===== src/logic/ila_pkg.sv =====
// constants, register map and carrier types of the interrupt level acceptance block
`default_nettype none

package ila_pkg;

  // ==========================================================================
  // widths
  localparam int unsigned ADDR_W   = 16;
  localparam int unsigned DATA_W   = 16;
  localparam int unsigned PC_W     = 16;
  localparam int unsigned PSW_W    = 8;
  localparam int unsigned LVL_W    = 2;
  localparam int unsigned NUM_LVL  = 4;
  localparam int unsigned NUM_SRC  = 16;
  localparam int unsigned SRC_IW   = 4;
  localparam int unsigned EVT_W    = 3;

  // ==========================================================================
  // register map (byte addresses)
  localparam logic [ADDR_W-1:0] ADDR_LEVEL_CTRL_ENABLE_REG     = 16'hf020;
  localparam logic [ADDR_W-1:0] ADDR_CIL      = 16'hf022;
  localparam logic [ADDR_W-1:0] ADDR_REQ      = 16'hf024;
  localparam logic [ADDR_W-1:0] ADDR_REQ_BIT  = 16'hf026;
  localparam logic [ADDR_W-1:0] ADDR_IE       = 16'hf028;
  localparam logic [ADDR_W-1:0] ADDR_LVL_LO   = 16'hf02a;
  localparam logic [ADDR_W-1:0] ADDR_LVL_HI   = 16'hf02c;
  localparam logic [ADDR_W-1:0] ADDR_EVT_STAT = 16'hf02e;
  localparam logic [ADDR_W-1:0] ADDR_EVT_MASK = 16'hf030;
  localparam logic [ADDR_W-1:0] ADDR_CORE     = 16'hf032;

  // ==========================================================================
  // field positions
  localparam int unsigned LEVEL_CTRL_ENABLE_REG_ENABLE_POS = 0;
  localparam int unsigned REQ_BIT_VAL_POS = 8;
  localparam int unsigned PSW_MIE_POS     = 3;
  localparam int unsigned PSW_EL_LSB      = 0;
  localparam int unsigned EL_W            = 2;
  localparam int unsigned EVT_MSK_TAKEN   = 0;
  localparam int unsigned EVT_NMI_TAKEN   = 1;
  localparam int unsigned EVT_DEFERRED    = 2;
  localparam int unsigned CORE_MIE_POS    = 2;
  localparam int unsigned CORE_WIN_LSB    = 4;
  localparam int unsigned CORE_NMI_POS    = 8;

  // ==========================================================================
  // codes and reset values
  localparam logic [EL_W-1:0]    EL_NONE   = 2'h0;
  localparam logic [EL_W-1:0]    EL_ONE    = 2'h1;
  localparam logic [EL_W-1:0]    EL_TWO    = 2'h2;
  localparam logic [PC_W-1:0]    VEC_BASE  = 16'h0010;
  localparam logic [PC_W-1:0]    VEC_NMI   = 16'h0008;
  localparam logic [DATA_W-1:0]  RST_WORD  = 16'h0000;
  localparam logic [NUM_LVL-1:0] RST_CIL   = 4'h0;
  localparam logic [EVT_W-1:0]   RST_EVT   = 3'h0;
  localparam logic [PC_W-1:0]    RST_PC    = 16'h0000;
  localparam logic [PSW_W-1:0]   RST_PSW   = 8'h00;

  // ==========================================================================
  // types
  typedef enum logic [1:0] {ST_OPEN, ST_VECTOR, ST_PREFIX} ila_win_t;

  typedef struct packed {
    logic              wr;
    logic              rd;
    logic [ADDR_W-1:0] addr;
    logic [DATA_W-1:0] wdata;
  } ila_bus_req_t;

  typedef struct packed {
    logic instr_done;
    logic dsr_prefix;
    logic ei;
    logic di;
    logic rti;
  } ila_cpu_evt_t;

  typedef struct packed {
    logic            take;
    logic            nmi;
    logic [PC_W-1:0] vector;
  } ila_take_t;

endpackage

`default_nettype wire


===== src/logic/ila_arbiter.sv =====
// highest-level pick among eligible maskable requests, lowest index wins a tie
`timescale 1ns/100ps
`default_nettype none

module ila_arbiter #(
  parameter int unsigned N  = 16,
  parameter int unsigned LW = 2,
  parameter int unsigned IW = 4
) (
  input  wire logic [N-1:0]    eligible_i,
  input  wire logic [N*LW-1:0] levels_i,
  output logic                 valid_o,
  output logic [IW-1:0]        index_o,
  output logic [LW-1:0]        level_o
);

  // ==========================================================================
  // linear scan: strict greater-than keeps the earlier index on equal level
  always_comb begin
    valid_o = 1'b0;
    index_o = '0;
    level_o = '0;
    for (int i = 0; i < N; i++) begin
      if (eligible_i[i] && (!valid_o || levels_i[i*LW +: LW] > level_o)) begin
        valid_o = 1'b1;
        index_o = IW'(i);
        level_o = levels_i[i*LW +: LW];
      end
    end
  end

endmodule

`default_nettype wire


===== src/logic/ila_core.sv =====
// interrupt level acceptance: request flags, nesting control, disable windows
//
// Operation
// nmi preempts maskable handler regardless of enables
// nested maskable accepted only at higher level
// refuse levels at or below recorded level
// writing level record clears its highest bit
// level control only while enable bit set
// hold requests until first handler instruction completes
// defer requests until instruction after prefix
// bit writes clear only the addressed flag
// maskable entry: level-one save, level one, mie off
// nmi entry: level-two save, level two
// enable bit zero: plain master-enable gating
// accepted maskable sets its level record bit
// present highest-level request, fixed tie order
`timescale 1ns/100ps
`default_nettype none

module ila_core (
  input  wire logic                          clk_i,
  input  wire logic                          reset_n_i,
  input  wire ila_pkg::ila_bus_req_t         bus_i,
  output logic [ila_pkg::DATA_W-1:0]         rdata_o,
  input  wire logic [ila_pkg::NUM_SRC-1:0]   irq_src_i,
  input  wire logic                          nmi_i,
  input  wire ila_pkg::ila_cpu_evt_t         cpu_i,
  input  wire logic [ila_pkg::PC_W-1:0]      pc_i,
  input  wire logic [ila_pkg::PSW_W-1:0]     psw_i,
  output ila_pkg::ila_take_t                 take_o,
  output logic                               master_int_enable_flag_o,
  output logic [ila_pkg::EL_W-1:0]           exception_level_field_o,
  output logic [ila_pkg::PC_W-1:0]           level1_link_save_o,
  output logic [ila_pkg::PSW_W-1:0]          level1_status_save_o,
  output logic [ila_pkg::PC_W-1:0]           level2_link_save_o,
  output logic [ila_pkg::PSW_W-1:0]          level2_status_save_o,
  output logic                               irq_o
);
  import ila_pkg::*;

  // ==========================================================================
  // functions
  // highest set bit of the level record: {any, index}
  function automatic logic [LVL_W:0] rec_top(input logic [NUM_LVL-1:0] rec);
    logic [LVL_W:0] r;
    r = '0;
    for (int i = 0; i < NUM_LVL; i++) begin
      if (rec[i]) begin
        r = {1'b1, LVL_W'(i)};
      end
    end
    return r;
  endfunction

  // status word as saved: software-visible bits plus this block's mie and level
  function automatic logic [PSW_W-1:0] psw_merge(input logic [PSW_W-1:0] p,
                                                 input logic master_int_enable_flag,
                                                 input logic [EL_W-1:0] el);
    logic [PSW_W-1:0] r;
    r = p;
    r[PSW_MIE_POS] = master_int_enable_flag;
    r[PSW_EL_LSB +: EL_W] = el;
    return r;
  endfunction

  // ==========================================================================
  // state
  logic                  level_ctrl_enable_bit_r;
  logic [NUM_LVL-1:0]    current_level_reg_r;
  logic [NUM_SRC-1:0]    request_flags_reg_a_r;
  logic [NUM_SRC-1:0]    req_enable_r;
  logic [2*DATA_W-1:0]   src_level_r;
  logic [EVT_W-1:0]      evt_stat_r;
  logic [EVT_W-1:0]      evt_mask_r;
  logic                  nmi_pend_r;
  logic                  mie_r;
  logic [EL_W-1:0]       exception_level_field_r;
  ila_win_t              win_r;
  ila_win_t              win_nxt;
  logic [PC_W-1:0]       l1_link_r;
  logic [PSW_W-1:0]      l1_stat_r;
  logic [PC_W-1:0]       l2_link_r;
  logic [PSW_W-1:0]      l2_stat_r;
  logic [DATA_W-1:0]     rdata_r;
  ila_take_t             take_r;

  // ==========================================================================
  // register decode
  wire wr_level_ctrl_enable_reg    = bus_i.wr && (bus_i.addr == ADDR_LEVEL_CTRL_ENABLE_REG);
  wire wr_cil     = bus_i.wr && (bus_i.addr == ADDR_CIL);
  wire wr_req_bit = bus_i.wr && (bus_i.addr == ADDR_REQ_BIT);
  wire wr_ie      = bus_i.wr && (bus_i.addr == ADDR_IE);
  wire wr_lvl_lo  = bus_i.wr && (bus_i.addr == ADDR_LVL_LO);
  wire wr_lvl_hi  = bus_i.wr && (bus_i.addr == ADDR_LVL_HI);
  wire wr_stat    = bus_i.wr && (bus_i.addr == ADDR_EVT_STAT);
  wire wr_mask    = bus_i.wr && (bus_i.addr == ADDR_EVT_MASK);

  wire [SRC_IW-1:0]  bit_idx   = bus_i.wdata[SRC_IW-1:0];
  wire               bit_val   = bus_i.wdata[REQ_BIT_VAL_POS];
  wire [NUM_SRC-1:0] bit_onehot = NUM_SRC'(1) << bit_idx;
  // a single-bit write so software never wipes flags it did not address
  wire [NUM_SRC-1:0] sw_clr = (wr_req_bit && !bit_val) ? bit_onehot : '0;
  wire [NUM_SRC-1:0] sw_set = (wr_req_bit && bit_val) ? bit_onehot : '0;

  // ==========================================================================
  // acceptance
  wire [LVL_W:0]   top      = rec_top(current_level_reg_r);
  wire             rec_any  = top[LVL_W];
  wire [LVL_W-1:0] rec_lvl  = top[LVL_W-1:0];
  wire [NUM_LVL-1:0] top_onehot = NUM_LVL'(1) << rec_lvl;

  logic [NUM_SRC-1:0] lvl_ok;
  always_comb begin
    for (int i = 0; i < NUM_SRC; i++) begin
      // the record only counts while level control is on
      lvl_ok[i] = !level_ctrl_enable_bit_r || !rec_any ||
                  (src_level_r[i*LVL_W +: LVL_W] > rec_lvl);
    end
  end

  // a maskable handler must not overwrite the level-one save of a running nmi
  wire msk_gate = mie_r && (exception_level_field_r != EL_TWO);
  wire [NUM_SRC-1:0] eligible = request_flags_reg_a_r & req_enable_r & lvl_ok &
                                {NUM_SRC{msk_gate}};

  wire               arb_valid;
  wire [SRC_IW-1:0]  arb_index;
  wire [LVL_W-1:0]   arb_level;

  ila_arbiter #(
    .N  (NUM_SRC),
    .LW (LVL_W),
    .IW (SRC_IW)
  ) u_arbiter (
    .eligible_i (eligible),
    .levels_i   (src_level_r),
    .valid_o    (arb_valid),
    .index_o    (arb_index),
    .level_o    (arb_level)
  );

  // takes land only on instruction boundaries; the boundary of a prefix is
  // skipped, and after a take nothing is taken until the first handler
  // instruction has finished
  wire boundary  = cpu_i.instr_done && !cpu_i.dsr_prefix && !take_r.take;
  wire nmi_ok    = nmi_pend_r && (exception_level_field_r != EL_TWO);
  wire take_nmi  = boundary && nmi_ok;
  wire take_msk  = boundary && !nmi_ok && arb_valid;
  wire deferred  = (nmi_ok || arb_valid) && cpu_i.instr_done && !boundary;

  wire [NUM_SRC-1:0] ack_clr = take_msk ? (NUM_SRC'(1) << arb_index) : '0;
  wire [NUM_LVL-1:0] rec_set = (take_msk && level_ctrl_enable_bit_r) ?
                               (NUM_LVL'(1) << arb_level) : '0;
  // any write to the record drops its top bit; a same-cycle take still lands
  wire [NUM_LVL-1:0] rec_clr = (wr_cil && rec_any) ? top_onehot : '0;

  wire [EVT_W-1:0] evt_set = {deferred, take_nmi, take_msk};
  wire [EVT_W-1:0] evt_clr = wr_stat ? bus_i.wdata[EVT_W-1:0] : '0;

  wire [PSW_W-1:0] psw_save = psw_merge(psw_i, mie_r, exception_level_field_r);
  wire [PSW_W-1:0] ret_psw  = (exception_level_field_r == EL_TWO) ? l2_stat_r : l1_stat_r;

  // ==========================================================================
  // disable window tracking
  always_comb begin
    win_nxt = win_r;
    case (win_r)
      ST_OPEN: begin
        if (take_nmi || take_msk) begin
          win_nxt = ST_VECTOR;
        end else if (cpu_i.instr_done && cpu_i.dsr_prefix) begin
          win_nxt = ST_PREFIX;
        end
      end
      ST_VECTOR, ST_PREFIX: begin
        if (cpu_i.instr_done && !cpu_i.dsr_prefix) begin
          win_nxt = ST_OPEN;
        end
      end
      default: win_nxt = ST_OPEN;
    endcase
  end

  // ==========================================================================
  // software registers
  always_ff @(posedge clk_i or negedge reset_n_i) begin
    if (!reset_n_i) begin
      level_ctrl_enable_bit_r <= 1'b0;
      req_enable_r            <= RST_WORD;
      src_level_r             <= {RST_WORD, RST_WORD};
      evt_mask_r              <= RST_EVT;
    end else begin
      if (wr_level_ctrl_enable_reg) begin
        level_ctrl_enable_bit_r <= bus_i.wdata[LEVEL_CTRL_ENABLE_REG_ENABLE_POS];
      end
      if (wr_ie) begin
        req_enable_r <= bus_i.wdata;
      end
      if (wr_lvl_lo) begin
        src_level_r[DATA_W-1:0] <= bus_i.wdata;
      end
      if (wr_lvl_hi) begin
        src_level_r[2*DATA_W-1:DATA_W] <= bus_i.wdata;
      end
      if (wr_mask) begin
        evt_mask_r <= bus_i.wdata[EVT_W-1:0];
      end
    end
  end

  // ==========================================================================
  // flags: a set in the clearing cycle always survives
  always_ff @(posedge clk_i or negedge reset_n_i) begin
    if (!reset_n_i) begin
      request_flags_reg_a_r <= RST_WORD;
      current_level_reg_r   <= RST_CIL;
      evt_stat_r            <= RST_EVT;
      nmi_pend_r            <= 1'b0;
    end else begin
      request_flags_reg_a_r <= (request_flags_reg_a_r & ~sw_clr & ~ack_clr) |
                               irq_src_i | sw_set;
      current_level_reg_r   <= (current_level_reg_r & ~rec_clr) | rec_set;
      evt_stat_r            <= (evt_stat_r & ~evt_clr) | evt_set;
      nmi_pend_r            <= (nmi_pend_r && !take_nmi) || nmi_i;
    end
  end

  // ==========================================================================
  // entry, return and enable control
  always_ff @(posedge clk_i or negedge reset_n_i) begin
    if (!reset_n_i) begin
      mie_r     <= 1'b0;
      exception_level_field_r  <= EL_NONE;
      win_r     <= ST_OPEN;
      l1_link_r <= RST_PC;
      l1_stat_r <= RST_PSW;
      l2_link_r <= RST_PC;
      l2_stat_r <= RST_PSW;
    end else begin
      win_r <= win_nxt;
      if (take_nmi) begin
        l2_link_r <= pc_i;
        l2_stat_r <= psw_save;
        exception_level_field_r  <= EL_TWO;
      end else if (take_msk) begin
        l1_link_r <= pc_i;
        l1_stat_r <= psw_save;
        exception_level_field_r  <= EL_ONE;
        mie_r     <= 1'b0;
      end else if (cpu_i.rti) begin
        exception_level_field_r <= ret_psw[PSW_EL_LSB +: EL_W];
        mie_r    <= ret_psw[PSW_MIE_POS];
      end else if (cpu_i.ei) begin
        mie_r <= 1'b1;
      end else if (cpu_i.di) begin
        mie_r <= 1'b0;
      end
    end
  end

  // ==========================================================================
  // take output to the core
  always_ff @(posedge clk_i or negedge reset_n_i) begin
    if (!reset_n_i) begin
      take_r <= '0;
    end else begin
      take_r.take   <= take_nmi || take_msk;
      take_r.nmi    <= take_nmi;
      take_r.vector <= take_nmi ? VEC_NMI :
                       PC_W'(VEC_BASE + (PC_W'(arb_index) << 1));
    end
  end

  // ==========================================================================
  // read port: data only in the cycle after the strobe
  logic [DATA_W-1:0] rd_mux;
  always_comb begin
    rd_mux = '0;
    case (bus_i.addr)
      ADDR_LEVEL_CTRL_ENABLE_REG:     rd_mux[LEVEL_CTRL_ENABLE_REG_ENABLE_POS] = level_ctrl_enable_bit_r;
      ADDR_CIL:      rd_mux[NUM_LVL-1:0] = current_level_reg_r;
      ADDR_REQ:      rd_mux = request_flags_reg_a_r;
      ADDR_IE:       rd_mux = req_enable_r;
      ADDR_LVL_LO:   rd_mux = src_level_r[DATA_W-1:0];
      ADDR_LVL_HI:   rd_mux = src_level_r[2*DATA_W-1:DATA_W];
      ADDR_EVT_STAT: rd_mux[EVT_W-1:0] = evt_stat_r;
      ADDR_EVT_MASK: rd_mux[EVT_W-1:0] = evt_mask_r;
      ADDR_CORE: begin
        rd_mux[EL_W-1:0]             = exception_level_field_r;
        rd_mux[CORE_MIE_POS]         = mie_r;
        rd_mux[CORE_WIN_LSB +: 2]    = win_r;
        rd_mux[CORE_NMI_POS]         = nmi_pend_r;
      end
      default:       rd_mux = '0;
    endcase
  end

  always_ff @(posedge clk_i or negedge reset_n_i) begin
    if (!reset_n_i) begin
      rdata_r <= RST_WORD;
    end else begin
      rdata_r <= bus_i.rd ? rd_mux : RST_WORD;
    end
  end

  // ==========================================================================
  // outputs
  assign rdata_o                  = rdata_r;
  assign take_o                   = take_r;
  assign master_int_enable_flag_o = mie_r;
  assign exception_level_field_o  = exception_level_field_r;
  assign level1_link_save_o       = l1_link_r;
  assign level1_status_save_o     = l1_stat_r;
  assign level2_link_save_o       = l2_link_r;
  assign level2_status_save_o     = l2_stat_r;
  assign irq_o                    = |(evt_stat_r & evt_mask_r);

endmodule

`default_nettype wire


===== config.mk =====
export PLATFORM = sky130hd
export DESIGN_NAME = ila_core
export DESIGN_NICKNAME = d
export VERILOG_FILES = /design/src/logic/ila_pkg.sv /design/src/logic/ila_arbiter.sv /design/src/logic/ila_core.sv
export SDC_FILE = /design/constraint.sdc
export NUM_CORES = 1
export LEC_CHECK = 0
export BUFFER_PORTS_ARGS = -buffer_cell sky130_fd_sc_hd__buf_4
export CAP_MARGIN = 20
export CORE_ASPECT_RATIO = 1.5
export CORE_MARGIN = 8
export CORE_UTILIZATION = 40
export DETAILED_ROUTE_END_ITERATION = 12
export GPL_TIMING_DRIVEN = 0
export PLACE_DENSITY_LB_ADDON = 0.3
export SLEW_MARGIN = 10
export SYNTH_ARGS = -nofsm -noshare
export SYNTH_HDL_FRONTEND = slang
export SYNTH_HIERARCHICAL = 1
export SYNTH_SLANG_ARGS = --single-unit

===== constraint.sdc =====
create_clock -name clk_i -period 23 [get_ports clk_i]
set_input_delay 1.15 -clock clk_i [delete_from_list [all_inputs] [get_ports clk_i]]
set_output_delay 1.15 -clock clk_i [all_outputs]
set_load 0.1 [all_outputs]

==> out/metrics.cfg <==
[outcome]
status = finished clean

[cells_and_area]
insertedDiodeCount = 0
nNetsFinal = 1316
area_growth_pct = 23.2
drive_above_1_share = 0.259
final_core_util = 0.495
final_cell_mix = buf_4, dfrtp_1, nand2_1
final_common_cell = buf_4
final_cell_area_sq_um = 11600
layout.cells.non_filler = 1510

[placed_design]
preCtsSetupSlack_ns = 1.10
portBuffers = 149
hpwl_um = 24700
placed_cell_area_sq_um = 11100
dp.cells = 1480
gp_congestion = 0.937

[global_routing]
grt_pass1_vias = 8832
grt_first_pass_wirelength_um = 49500
met3_usage = 0.0666
met2_usage = 0.393
grt_usage = 0.224
antenna_found_initial = 0
grt_max_degree = 93
grt.met1_usage = 0.222
grt.busiest_layer = met2
grt-ovfl-total = 0

[detailed_routing]
ant_nets = 0
routedWlPerCell_um = 21.0
num_vias = 8457
drtIter0Drc = 688
dr.pass1.iters = 6
drc = 0
routed_wl_um = 31700
avgViaCountPerCell = 5.60

[worst_hold_path]
hold_end = level2_link_save_o[8]
hp-class = reg -> reg
hold_path_depth = 2
hp-start = level2_link_save_o[8]

[setup_path]
crit_arrival_ns = 21.78
required_ns = 23.31
startpoint_type = register
r2r_cells = 106
path_max_fanout = 16
rr_endpoint = request_flags_reg_a_r[4]
path_class = reg -> reg
end_kind = register
cp.buffers_inverters = 5
crit-reg2reg-launch = current_level_reg_r[2]
crit_slowest_cell = dfrtp_1
cp_top_family = compound AO/OA/AOI/OAI gates
cpPeakStageDelay_ns = 0.50
cp_common_cell = ha_1
worst-r2r-setup-slack_ns = 1.53

[power_and_ir_drop]
p_clk_frac = 0.306
peakVddDrop_mv = 0.101
p_leak_nw = 5.57
p_total_uw = 889
p_int_uw = 514
comb_power_share = 0.344
p_switching_uw = 375
p_per_area_nw_per_um2 = 76.4
swShare = 0.422
seqPwrFrac = 0.350

[sta]
period_minus_slack_ns = 21.47
setup_tns_ns = 0
worst_slack_ns = 1.53
hold_viol_final = 0
setup_violations = 0
slew_headroom = 0.445
slew_violations = 0
fmax_ghz = 0.0466
rsz0062_at_grt = false
finClkSkew_ns = 0.00983
holdWs_ns = 0.479
worst_pin_slew_ns = 0.819
finalCritPeriodShare = 0.933

[clocking]
htreeDepth = 4
cts-root-buf = clkbuf_16
clk_pin_slew_ns = 0.06
cts_num_sinks = 152
clkLatencyLatePin_ns = 0.44
cts_tree = done
cts_buffer_depth = 2
cts_buffers = 17
cts_setup_buffers = 0

[yosys]
synthArstFlopShare = 1.00
ys_warn_count = 6
seq_area_frac_synth = 0.403
synth_edf_count = 0
synthDominantCellAreaShare = 0.403
synth_ff_type = dfrtp_1
ys_types = 88
synth_cells = 1000
synthTopCellsByArea = dfrtp_1, mux2_2, ha_1
syn_avg_cell_area_sq_um = 9.45
synth_area_leader_cell = dfrtp_1
synth_seq_cells = 152
syn-cell-area_sq_um = 9450

[die]
die_h_um = 204
ioPinCount = 168
die_w_um = 141
num_rows = 69
coreArea_sq_um = 23500
design.die.area_sq_um = 28900
initial_core_util = 0.402

[job]
drv_cap = 0

[what timing repair did]
action	4_1_cts	5_1_grt
resized for setup	0	7
endpoints found under the setup margin	0	24
hold buffers	0	0
[worst max path at each step]
stage	endpoint	slack, ns	depth (start not counted)	startpoint
after floorplan	request_flags_reg_a_r[0]	3.45	103	exception_level_field_o[0]
after global placement	request_flags_reg_a_r[8]	0.50	103	current_level_reg_r[3]
after detailed placement	request_flags_reg_a_r[4]	1.10	104	current_level_reg_r[2]
after CTS	request_flags_reg_a_r[4]	0.97	104	current_level_reg_r[2]
after global routing	request_flags_reg_a_r[5]	0.0003	107	current_level_reg_r[2]
final	request_flags_reg_a_r[4]	1.53	106	current_level_reg_r[2]
[power groups by stage]
| stage | Clock [mW] | Combinational, mW | Sequential [mW] |
|---|---|---|---|
| after global placement | 0 | 0.305 | 0.315 |
| after CTS | 0.277 | 0.308 | 0.312 |
| final | 0.272 | 0.306 | 0.312 |
| after detailed placement | 0 | 0.308 | 0.316 |
| after floorplan | 0 | 0.0597 | 0.479 |
| after global routing | 0.286 | 0.320 | 0.315 |
[state kept, by name (all words and copies together), names as in the netlist, 4 cells and up]
| signal | count |
|---|---|
| src_level_r | 32 |
| req_enable_r | 16 |
| level1_link_save_o | 16 |
| request_flags_reg_a_r | 16 |
| level2_status_save_o | 8 |
| take_o | 7 |
| rdata_o | 16 |
| level2_link_save_o | 16 |
| level1_status_save_o | 8 |
| current_level_reg_r | 4 |
[cell usage after synthesis (4+ instances only)]
| cell type | count |
|---|---|
| a211oi_1 | 7 |
| a21o_1 | 11 |
| a21oi_1 | 51 |
| a221o_1 | 4 |
| a221oi_1 | 11 |
| a222oi_1 | 8 |
| a22oi_1 | 27 |
| a31oi_1 | 8 |
| and2_1 | 9 |
| and3_1 | 6 |
| buf_2 | 5 |
| buf_4 | 13 |
| clkbuf_1 | 25 |
| dfrtp_1 | 152 |
| ha_1 | 55 |
| inv_1 | 64 |
| mux2_1 | 4 |
| mux2_2 | 67 |
| mux2i_1 | 10 |
| nand2_1 | 140 |
| nand2b_1 | 7 |
| nand3_1 | 37 |
| nand4_1 | 7 |
| nor2_1 | 48 |
| nor2b_1 | 31 |
| nor3_1 | 13 |
| nor4_4 | 5 |
| o21a_1 | 6 |
| o21ai_0 | 52 |
| o21ai_1 | 6 |
| o21bai_1 | 6 |
| o31ai_1 | 7 |
| or2_2 | 5 |
| or3_1 | 15 |
[logic make-up after synthesis]
group                    after synthesis  synth area share
AND/OR/NAND/NOR                      351             0.192
AO/OA/AOI/OAI                        247             0.184
flip-flops                           152             0.403
buffers and inverters                113            0.0523
multiplexers                          81            0.0952
adder cells (fa/ha/maj)               55            0.0729
other                                  1          0.000397
[worst register-to-register path, delay by kind of cell (launching register included)]
family          cells  cell delay, ns
compound gates     49           10.56
fa+ha+maj          16            4.40
buf+inv             5            0.60
flops               1            0.50
mux                 1            0.37
simple gates       35            4.93
[area by class of cell]
| cell class | instances | area [sq um] |
|---|---|---|
| Clock buffer | 26 | 499 |
| Tap cell | 319 | 399 |
| Multi-Input combinational cell | 745 | 5210 |
| Sequential cell | 152 | 3800 |
| Inverter | 66 | 248 |
| Fill cell | 2285 | 11800 |
| Timing Repair Buffer | 151 | 1170 |
| Clock inverter | 5 | 61.3 |
| Buffer | 46 | 243 |
[layer usage]
metal / vias to the layer above / wire length, um
li1: 3958 / -
met1: 4062 / 11000
met2: 338 / 16200
met3: 99 / 2360
met4: 0 / 2090
met5: - / 0
Power figures use the tool's default switching activity.
